$ cat src/shared/dac_cfg_pkg.sv
// constants and carriers for the latch-mode and reference command decoder
package dac_cfg_pkg;
  localparam int          FRAME_W        = 24;
  localparam int          BYTE_W         = 8;
  localparam int          CHAN_N         = 4;
  localparam int          CMD_RSV_BIT    = 23;
  localparam int          CMD_OP_HI      = 21;
  localparam int          CMD_OP_LO      = 19;
  localparam logic [2:0]  OP_LATCH_MODE  = 3'h6;
  localparam logic [2:0]  OP_REFERENCE   = 3'h7;
  localparam int          LATCH_LO_HI    = 3;
  localparam int          LATCH_LO_LO    = 0;
  localparam int          LATCH_HI_HI    = 11;
  localparam int          LATCH_HI_LO    = 8;
  localparam int          REF_KEEP_BIT   = 2;
  localparam int          REF_MODE_HI    = 1;
  localparam int          REF_MODE_LO    = 0;
  localparam logic [3:0]  LATCH_RESET    = 4'h0;
  localparam logic [2:0]  REF_RESET      = 3'h0;
  localparam logic [1:0]  REF_EXTERNAL   = 2'h0;
  localparam logic [1:0]  REF_INT_2V500  = 2'h1;
  localparam logic [1:0]  REF_INT_2V048  = 2'h2;
  localparam logic [1:0]  REF_INT_4V096  = 2'h3;
  localparam int          CLK_PERIOD_NS  = 20;
  localparam int          SETUP_TIME_US  = 200;
  localparam int          SETUP_CYCLES   = (SETUP_TIME_US * 1000 + CLK_PERIOD_NS - 1) / CLK_PERIOD_NS;

  typedef struct packed {
    logic       keep_alive;
    logic [1:0] mode;
  } ref_sel_s;

  typedef struct packed {
    logic [7:0] cmd;
    logic [7:0] data_hi;
    logic [7:0] data_lo;
  } frame_s;
endpackage

$ cat src/design/dac_latch_ref_cfg.sv
// command decoder for latch-mode and reference settings of a quad dac
// Functional notes
// - latch-mode command: bit23 zero, bits21..19 = 110; bits 22, 18..12 ignored
// - latch bit 0 loads on load command; 1 passes code straight through
// - reference command: bit23 zero, bits21..19 = 111; bits 22, 18..3 ignored
// - reference selection is global, replacing all channels at once
// - mode 00 external; 01 2.500V, 10 2.048V, 11 4.096V internal
// - keep-alive zero: reference powers down when every channel is down
// - keep-alive one: reference stays on; deepest shutdown not entered
// - all four channels powered down is the standby state
// - power-up forces zero-scale outputs, then runs 200us setup
// - commands arriving before setup finishes are discarded
// - frame is command byte, data high byte, data low byte
`timescale 1ns/1ps
`default_nettype none
module dac_latch_ref_cfg
  import dac_cfg_pkg::*;
#(
  parameter int SETUP_COUNT = SETUP_CYCLES
) (
  input  wire logic                clk,            // 50 MHz clock
  input  wire logic                rst_b,          // sync reset, active low
  input  wire logic [FRAME_W-1:0]  frame,          // command, data high, data low
  input  wire logic                frame_valid,    // one-cycle strobe of a full frame
  input  wire logic                load_strobe,    // load command pulse, one strobe shared by all channels
  input  wire logic [CHAN_N-1:0]   load_chan,      // channels hit by the load
  input  wire logic [CHAN_N-1:0]   chan_pd,        // channel powered down flags
  output logic     [CHAN_N-1:0]    latch_mode,     // 1 = transparent latch
  output logic     [CHAN_N-1:0]    latch_aux,      // captured upper channel bits
  output logic     [CHAN_N-1:0]    latch_update,   // dac latch takes code this cycle
  output logic     [1:0]           ref_mode,       // reference source select
  output logic                     ref_keep_alive, // keep reference on in standby
  output logic                     ref_power_on,   // internal reference powered
  output logic                     deep_shutdown,  // lowest-current state allowed
  output logic                     standby,        // every channel powered down
  output logic                     force_zero,     // outputs held at zero scale
  output logic                     ready           // setup done, commands accepted
);

  //----------------------------------------
  // power-up setup timer
  //----------------------------------------
  localparam int CNT_W = $clog2(SETUP_COUNT + 1);
  localparam logic [CNT_W-1:0] CNT_LAST = CNT_W'(SETUP_COUNT - 1);

  logic [CNT_W-1:0] setup_cnt_r;
  logic [CNT_W-1:0] setup_cnt_nxt;
  logic             ready_r;
  logic             ready_nxt;

  wire setup_end = !ready_r && (setup_cnt_r == CNT_LAST);
  assign setup_cnt_nxt = ready_r ? setup_cnt_r : setup_cnt_r + CNT_W'(1);
  assign ready_nxt     = ready_r | setup_end;

  always_ff @(posedge clk) begin
    if (!rst_b) begin
      setup_cnt_r <= '0;
      ready_r     <= 1'b0;
    end else begin
      setup_cnt_r <= setup_cnt_nxt;
      ready_r     <= ready_nxt;
    end
  end

  //----------------------------------------
  // frame decode
  //----------------------------------------
  frame_s     frm;
  assign frm = frame;
  wire [2:0]  opcode    = frame[CMD_OP_HI:CMD_OP_LO];
  wire        rsv_ok    = !frame[CMD_RSV_BIT];
  wire        accept    = frame_valid && ready_r;
  wire        is_latch  = accept && rsv_ok && (opcode == OP_LATCH_MODE);
  wire        is_ref    = accept && rsv_ok && (opcode == OP_REFERENCE);
  wire [3:0]  latch_in  = frame[LATCH_LO_HI:LATCH_LO_LO];
  wire [3:0]  aux_in    = frame[LATCH_HI_HI:LATCH_HI_LO];
  ref_sel_s   ref_in;
  assign ref_in.keep_alive = frm.data_lo[REF_KEEP_BIT];
  assign ref_in.mode       = frm.data_lo[REF_MODE_HI:REF_MODE_LO];

  //----------------------------------------
  // configuration registers
  //----------------------------------------
  logic [3:0] latch_mode_select_r;
  logic [3:0] latch_aux_r;
  ref_sel_s   reference_select_r;
  logic [3:0] latch_mode_select_nxt;
  logic [3:0] latch_aux_nxt;
  ref_sel_s   reference_select_nxt;

  assign latch_mode_select_nxt = is_latch ? latch_in : latch_mode_select_r;
  assign latch_aux_nxt         = is_latch ? aux_in : latch_aux_r;
  assign reference_select_nxt  = is_ref ? ref_in : reference_select_r;

  always_ff @(posedge clk) begin
    if (!rst_b) begin
      latch_mode_select_r <= LATCH_RESET;
      latch_aux_r         <= LATCH_RESET;
      reference_select_r  <= REF_RESET;
    end else begin
      latch_mode_select_r <= latch_mode_select_nxt;
      latch_aux_r         <= latch_aux_nxt;
      reference_select_r  <= reference_select_nxt;
    end
  end

  //----------------------------------------
  // derived controls and output flops
  //----------------------------------------
  wire        all_down   = &chan_pd;
  wire        ref_on_nxt = !(all_down && !reference_select_nxt.keep_alive);
  wire        deep_nxt   = all_down && !reference_select_nxt.keep_alive;
  wire [3:0]  upd_nxt    = latch_mode_select_nxt | (load_strobe ? load_chan : 4'h0);

  always_ff @(posedge clk) begin
    if (!rst_b) begin
      latch_mode     <= LATCH_RESET;
      latch_aux      <= LATCH_RESET;
      latch_update   <= LATCH_RESET;
      ref_mode       <= REF_EXTERNAL;
      ref_keep_alive <= 1'b0;
      ref_power_on   <= 1'b1;
      deep_shutdown  <= 1'b0;
      standby        <= 1'b0;
      force_zero     <= 1'b1;
      ready          <= 1'b0;
    end else begin
      latch_mode     <= latch_mode_select_nxt;
      latch_aux      <= latch_aux_nxt;
      latch_update   <= upd_nxt;
      ref_mode       <= reference_select_nxt.mode;
      ref_keep_alive <= reference_select_nxt.keep_alive;
      ref_power_on   <= ref_on_nxt;
      deep_shutdown  <= deep_nxt;
      standby        <= all_down;
      force_zero     <= !ready_nxt;
      ready          <= ready_nxt;
    end
  end

endmodule
`default_nettype wire

$ cat config.mk
export PLATFORM = sky130hd
export DESIGN_NAME = dac_latch_ref_cfg
export DESIGN_NICKNAME = d
export VERILOG_FILES = /design/src/shared/dac_cfg_pkg.sv /design/src/design/dac_latch_ref_cfg.sv
export SDC_FILE = /design/constraint.sdc
export NUM_CORES = 1
export LEC_CHECK = 0
export ABC_AREA = 1
export ABC_CLOCK_PERIOD_IN_PS = 1580
export BUFFER_PORTS_ARGS = -buffer_cell sky130_fd_sc_hd__buf_2
export CAP_MARGIN = 0
export CORE_ASPECT_RATIO = 2
export CORE_UTILIZATION = 40
export DETAILED_ROUTE_END_ITERATION = 8
export GPL_TIMING_DRIVEN = 0
export PLACE_DENSITY = 0.78
export SLEW_MARGIN = 20
export SYNTH_ARGS = -nofsm -noshare
export SYNTH_HDL_FRONTEND = slang
export SYNTH_SLANG_ARGS = --single-unit
export TNS_END_PERCENT = 10
$ cat constraint.sdc
create_clock -name clk -period 1.58 [get_ports clk]
set_clock_uncertainty 0.05 [all_clocks]
set_input_delay 0.237 -clock clk [delete_from_list [all_inputs] [get_ports clk]]
set_output_delay 0.237 -clock clk [all_outputs]
set_load 0.1 [all_outputs]
Word-level counts from Yosys, hierarchy flattened
Cells that the tools add are included.
Widths: inputs -> output; s select.
{"block": "classes", "n_addsub": 1, "eq_ne": 3, "mux": 3, "bitwise_logic": 2, "reduce_logical": 12}
{"cell": "$add 14x1->14 const B", "n": 1}
{"cell": "$eq 14x14->1 const B", "n": 1}
{"cell": "$mux 4", "n": 2}
{"cell": "$eq 3x3->1 const B", "n": 2}
{"cell": "$logic_and 1x1->1", "n": 6}
{"cell": "$logic_not 1->1", "n": 5}
{"cell": "$or 4x4->4", "n": 1}
{"cell": "$reduce_and 4->1", "n": 1}
{"cell": "$mux 3", "n": 1}
{"cell": "$or 1x1->1", "n": 1}
{"block": "word_totals", "ff_bits": 34, "inputBits": 36, "wordCells": 32}

Longest topological paths before layout
{"block": "depth", "depth_word": 7, "depth_mapped": 8}

Worst setup path after synthesis
No wires, ideal clock.
{"block": "synth_path", "path_type": "register to register", "from": "register, netlist name ready", "to": "register latch_aux[0]", "arrival_ns": 1.652, "setup_slack_ns": -0.238, "path_stages_with_launch": 7, "cell_sequence": "dfxtp_1 -> buf_6 -> nand2_4 -> nor2_4 -> nand2_4 -> o21ai_0 -> nor2_1"}
{"element": "end signal: assignment", "line": "dac_latch_ref_cfg.sv:129", "rtl": "latch_aux <= latch_aux_nxt;"}
{"element": "end: declaration", "line": "dac_latch_ref_cfg.sv:29", "rtl": "output logic [CHAN_N-1:0] latch_aux,"}

Worst setup path in the final report
{"block": "layout_path", "from": "register setup_cnt_r[0]", "to": "register setup_cnt_r[8]"}
{"block": "layout_between", "elab_chain_len": 1}
{"element": "start: declaration", "line": "dac_latch_ref_cfg.sv:46", "rtl": "logic [CNT_W-1:0] setup_cnt_r;"}
{"element": "start signal: assignment", "line": "dac_latch_ref_cfg.sv:60", "rtl": "setup_cnt_r <= setup_cnt_nxt;"}
{"element": "$add 14x1->14", "line": "dac_latch_ref_cfg.sv:52", "rtl": "assign setup_cnt_nxt = ready_r ? setup_cnt_r : setup_cnt_r + CNT_W'(1);"}
No other way between the ends.
A chain may end at the register's enable or synchronous reset.

==> impl_summary.md <==
Place
The area of placed instances is 1800 µm². The number of port buffers is 42. The HPWL after detailed placement is 2.54 mm. At the end of routability-driven placement, the weighted congestion stood at 0.796.

Drt
After detailed routing, the number of remaining DRC violations is 0. The number of routed nets with antenna violations is 0. Using the TritonRoute via totals, the vias-per-cell ratio works out to 4.62. Across all layers, the routed design uses 1419 vias. After detailed routing, the average wire length per cell comes to 10.5 µm. In this run, the number of DRC markers left after iteration 0 of detailed routing was 34.

The total wire length is 3.23 mm. The count of TritonRoute iterations in the first routing pass is 4.

Setup path
The maximum fanout along the worst path is 7. The arrival time of data at the critical path endpoint is 1.56 ns. For the worst setup path, the data required time is 1.72 ns. By startpoint and endpoint, the worst setup path is classified as register to register.

The sort of element at the start of the critical path is a register. For the worst flop-to-flop path, the logic depth is 7. The sort of element at the end of the critical path is a register.

Floorplanning
The vertical die dimension is 89.3 µm. For this configuration, the core starts out at a cell density of 0.418. The boundary pin count is 56.

The core region area is 3650 µm². The width of the die is 45.6 µm. The die area is 4080 µm². After floorplanning, the core was divided into 31 placement rows.

Timing
Setup repair after global routing left no endpoint under its margin. Of the available clock period, the critical path in the final layout requires 0.904. The clock period minus final worst setup slack is 1.43 ns. The worst-margin pin slew is 0.495 ns. The total negative slack is 0 ns. Derived from the worst setup path, the maximum achievable clock frequency is 700 MHz.

The total count of max-transition violations in the final report came to 0. On the final layout, the worst hold slack is 0.146 ns. Setup violations remaining at the end of the flow were counted as 0. The worst pin sits at a relative slew slack of 0.672.

The final-report hold violation count was 0.

Worst hold path
The path class of the tightest hold or removal check is input pin to register. The worst hold path passes through 3 cells.

GRT
Entering global routing, the biggest net connects 11 pins. Summed over all layers, the global routing overflow is 0. The number of global-route vias before repair is 1334. For this run, the total global-route usage over all layers was measured as 0.186. The first-pass GRT wire length is 5.42 mm.

The number of antenna violations at the first check in global routing is 0.

Power and ir drop
The maximum ir drop on the vdd rail is 667 µV. The standby leakage power is 0.933 nW. The post-layout total power is 1.76 mW. Dividing total power by cell area gives a power density of 925 nW/µm².

Clock tree
The root buffer cell is clkbuf_8. Clock-pin slew was measured on the worst setup and hold paths at 0.07 ns. The TritonCTS sink count is 34.

The clock tree from TritonCTS is yes. The depth of the CTS H-tree is 2. Clock latency on the worst-skew pair, taken at its later pin, is 0.29 ns. The number of gates resized after cts is 0.

The quantity of hold-fixing buffers added after cts is 0. The clock tree buffer depth is 2. Counting the buffers created by CTS gives 5. Once the clock tree was built, the setup fixing pass inserted 0 buffers.

Synthesis
The mapped netlist covers 1520 µm². The share of synthesized area in the top cell type comes to 0.447. For this run, the register share of the synthesized area comes to 0.447. The net count after synthesis is 245. The synthesized design spends more area on one cell type than any other, namely dfxtp_1. The average cell area after synthesis is 7.33 µm².

Yosys attributes the largest share of cell area to dfxtp_1, nand2_1, nor2_1, inv_1, nand3_1. Counting flops and latches in the post-synthesis netlist gives 34. The synthesized netlist contains 27 unique library cells.

The cell count after synthesis is 208. The number of flops mapped to enable cells by yosys is 0. For this run, the leading register cell type out of synthesis is dfxtp_1. The share of synthesized registers carrying an async set or reset is 0. For this run, the number of Yosys warnings is 0.

Final layout
The total non-filler cell area in the finished layout is 1910 µm². The area overhead of the layout relative to synthesis is 25.1%. In the final design database the tool counted 294 nets. In the final layout, the share of cells above drive strength 1 is 0.295.

The number of fill cells is 376. The antenna diode count is 0. The top cell types in the final layout, fill and taps aside, are nand2_1, buf_2, nor2_1.

Outcome
The flow ran to the end, and the final reports show no timing, DRC or antenna violations.

Run
The max-capacitance violation count is 0.
==> cell usage after synthesis, types with 2 or more instances <==
library cell,instances
o21a_1,2
nand3_1,14
dfxtp_1,34
a21oi_1,6
nand2_2,2
o21ai_0,8
nor2_1,42
nor2_2,3
a21oi_2,4
inv_1,24
buf_2,2
nor2_4,4
nand2_1,44
nand3_2,3
nand2_4,2
nand4_1,3
==> power by group <==
| group | total [mW] | internal [mW] | switching, mW |
|---|---|---|---|
| Sequential | 0.878 | 0.868 | 0.00975 |
| Combinational | 0.128 | 0.0417 | 0.0867 |
| Clock | 0.757 | 0.440 | 0.317 |
| Total | 1.76 | 1.35 | 0.413 |
==> area by class of cell <==
class,instances,area (µm²),share of cell area
Multi-Input combinational cell,145,723,0.379
Sequential cell,34,682,0.358
Timing Repair Buffer,42,210,0.110
Clock buffer,8,110,0.0577
Inverter,25,93.8,0.0492
Tap cell,49,61.3,0.0322
Buffer,4,26.3,0.0138
==> cell families (layout without fill, tap and decap cells) <==
logic type | count (synthesis) | after routing | synth area share
AND/OR/NAND/NOR | 121 | 121 | 0.372
flip-flops | 34 | 34 | 0.447
buffers and inverters | 29 | 79 | 0.0788
AO/OA/AOI/OAI | 22 | 22 | 0.0887
adder cells (fa/ha/maj) | 1 | 1 | 0.00821
XOR/XNOR | 1 | 1 | 0.00575
==> final timing paths <==
| path | start | end | slack (ns) |
|---|---|---|---|
| setup / recovery | setup_cnt_r[0] | setup_cnt_r[8] | 0.15 |
| hold / removal | frame[10] | latch_aux[2] | 0.15 |
| setup reg to reg | setup_cnt_r[0] | setup_cnt_r[8] | 0.15 |
| hold reg to reg | latch_aux[2] | latch_aux[2] | 0.43 |
==> stage by stage <==
stage,setup slack (ns),instances,utilization
after floorplan,0.0870,208,-
after global placement,0.192,299,0.493
after detailed placement,0.162,299,0.493
after CTS,0.155,307,0.523
after global routing,0.0309,307,0.523
final,0.152,307,0.523
==> routing by layer <==
metal / global-route usage / wire length [µm] / vias up
met1: 0.158 / 1140 / 631
met3: 0.0323 / 88 / 7
met4: 0.113 / 87 / 0
met2: 0.366 / 1910 / 35
met5: 0 / 0 / -
li1: - / - / 746
==> flip-flops by register name, summed over array words and instances, names as in the netlist <==
signal and cells:
ready 1, deep_shutdown 1, latch_aux 4, reference_select_r 3, setup_cnt_r 14, ref_power_on 1, latch_mode 4, latch_update 4
standby 1, force_zero 1
==> critical path: stages (launching register included) <==
cell,delay (ns)
dfxtp_1,0.40
ha_1,0.27
nand3_2,0.11
nor2_4,0.18
and2_1,0.17
nand2_1,0.06
nand2_1,0.05
nor2_1,0.03
Note: power is estimated with default switching activity, not from simulation.
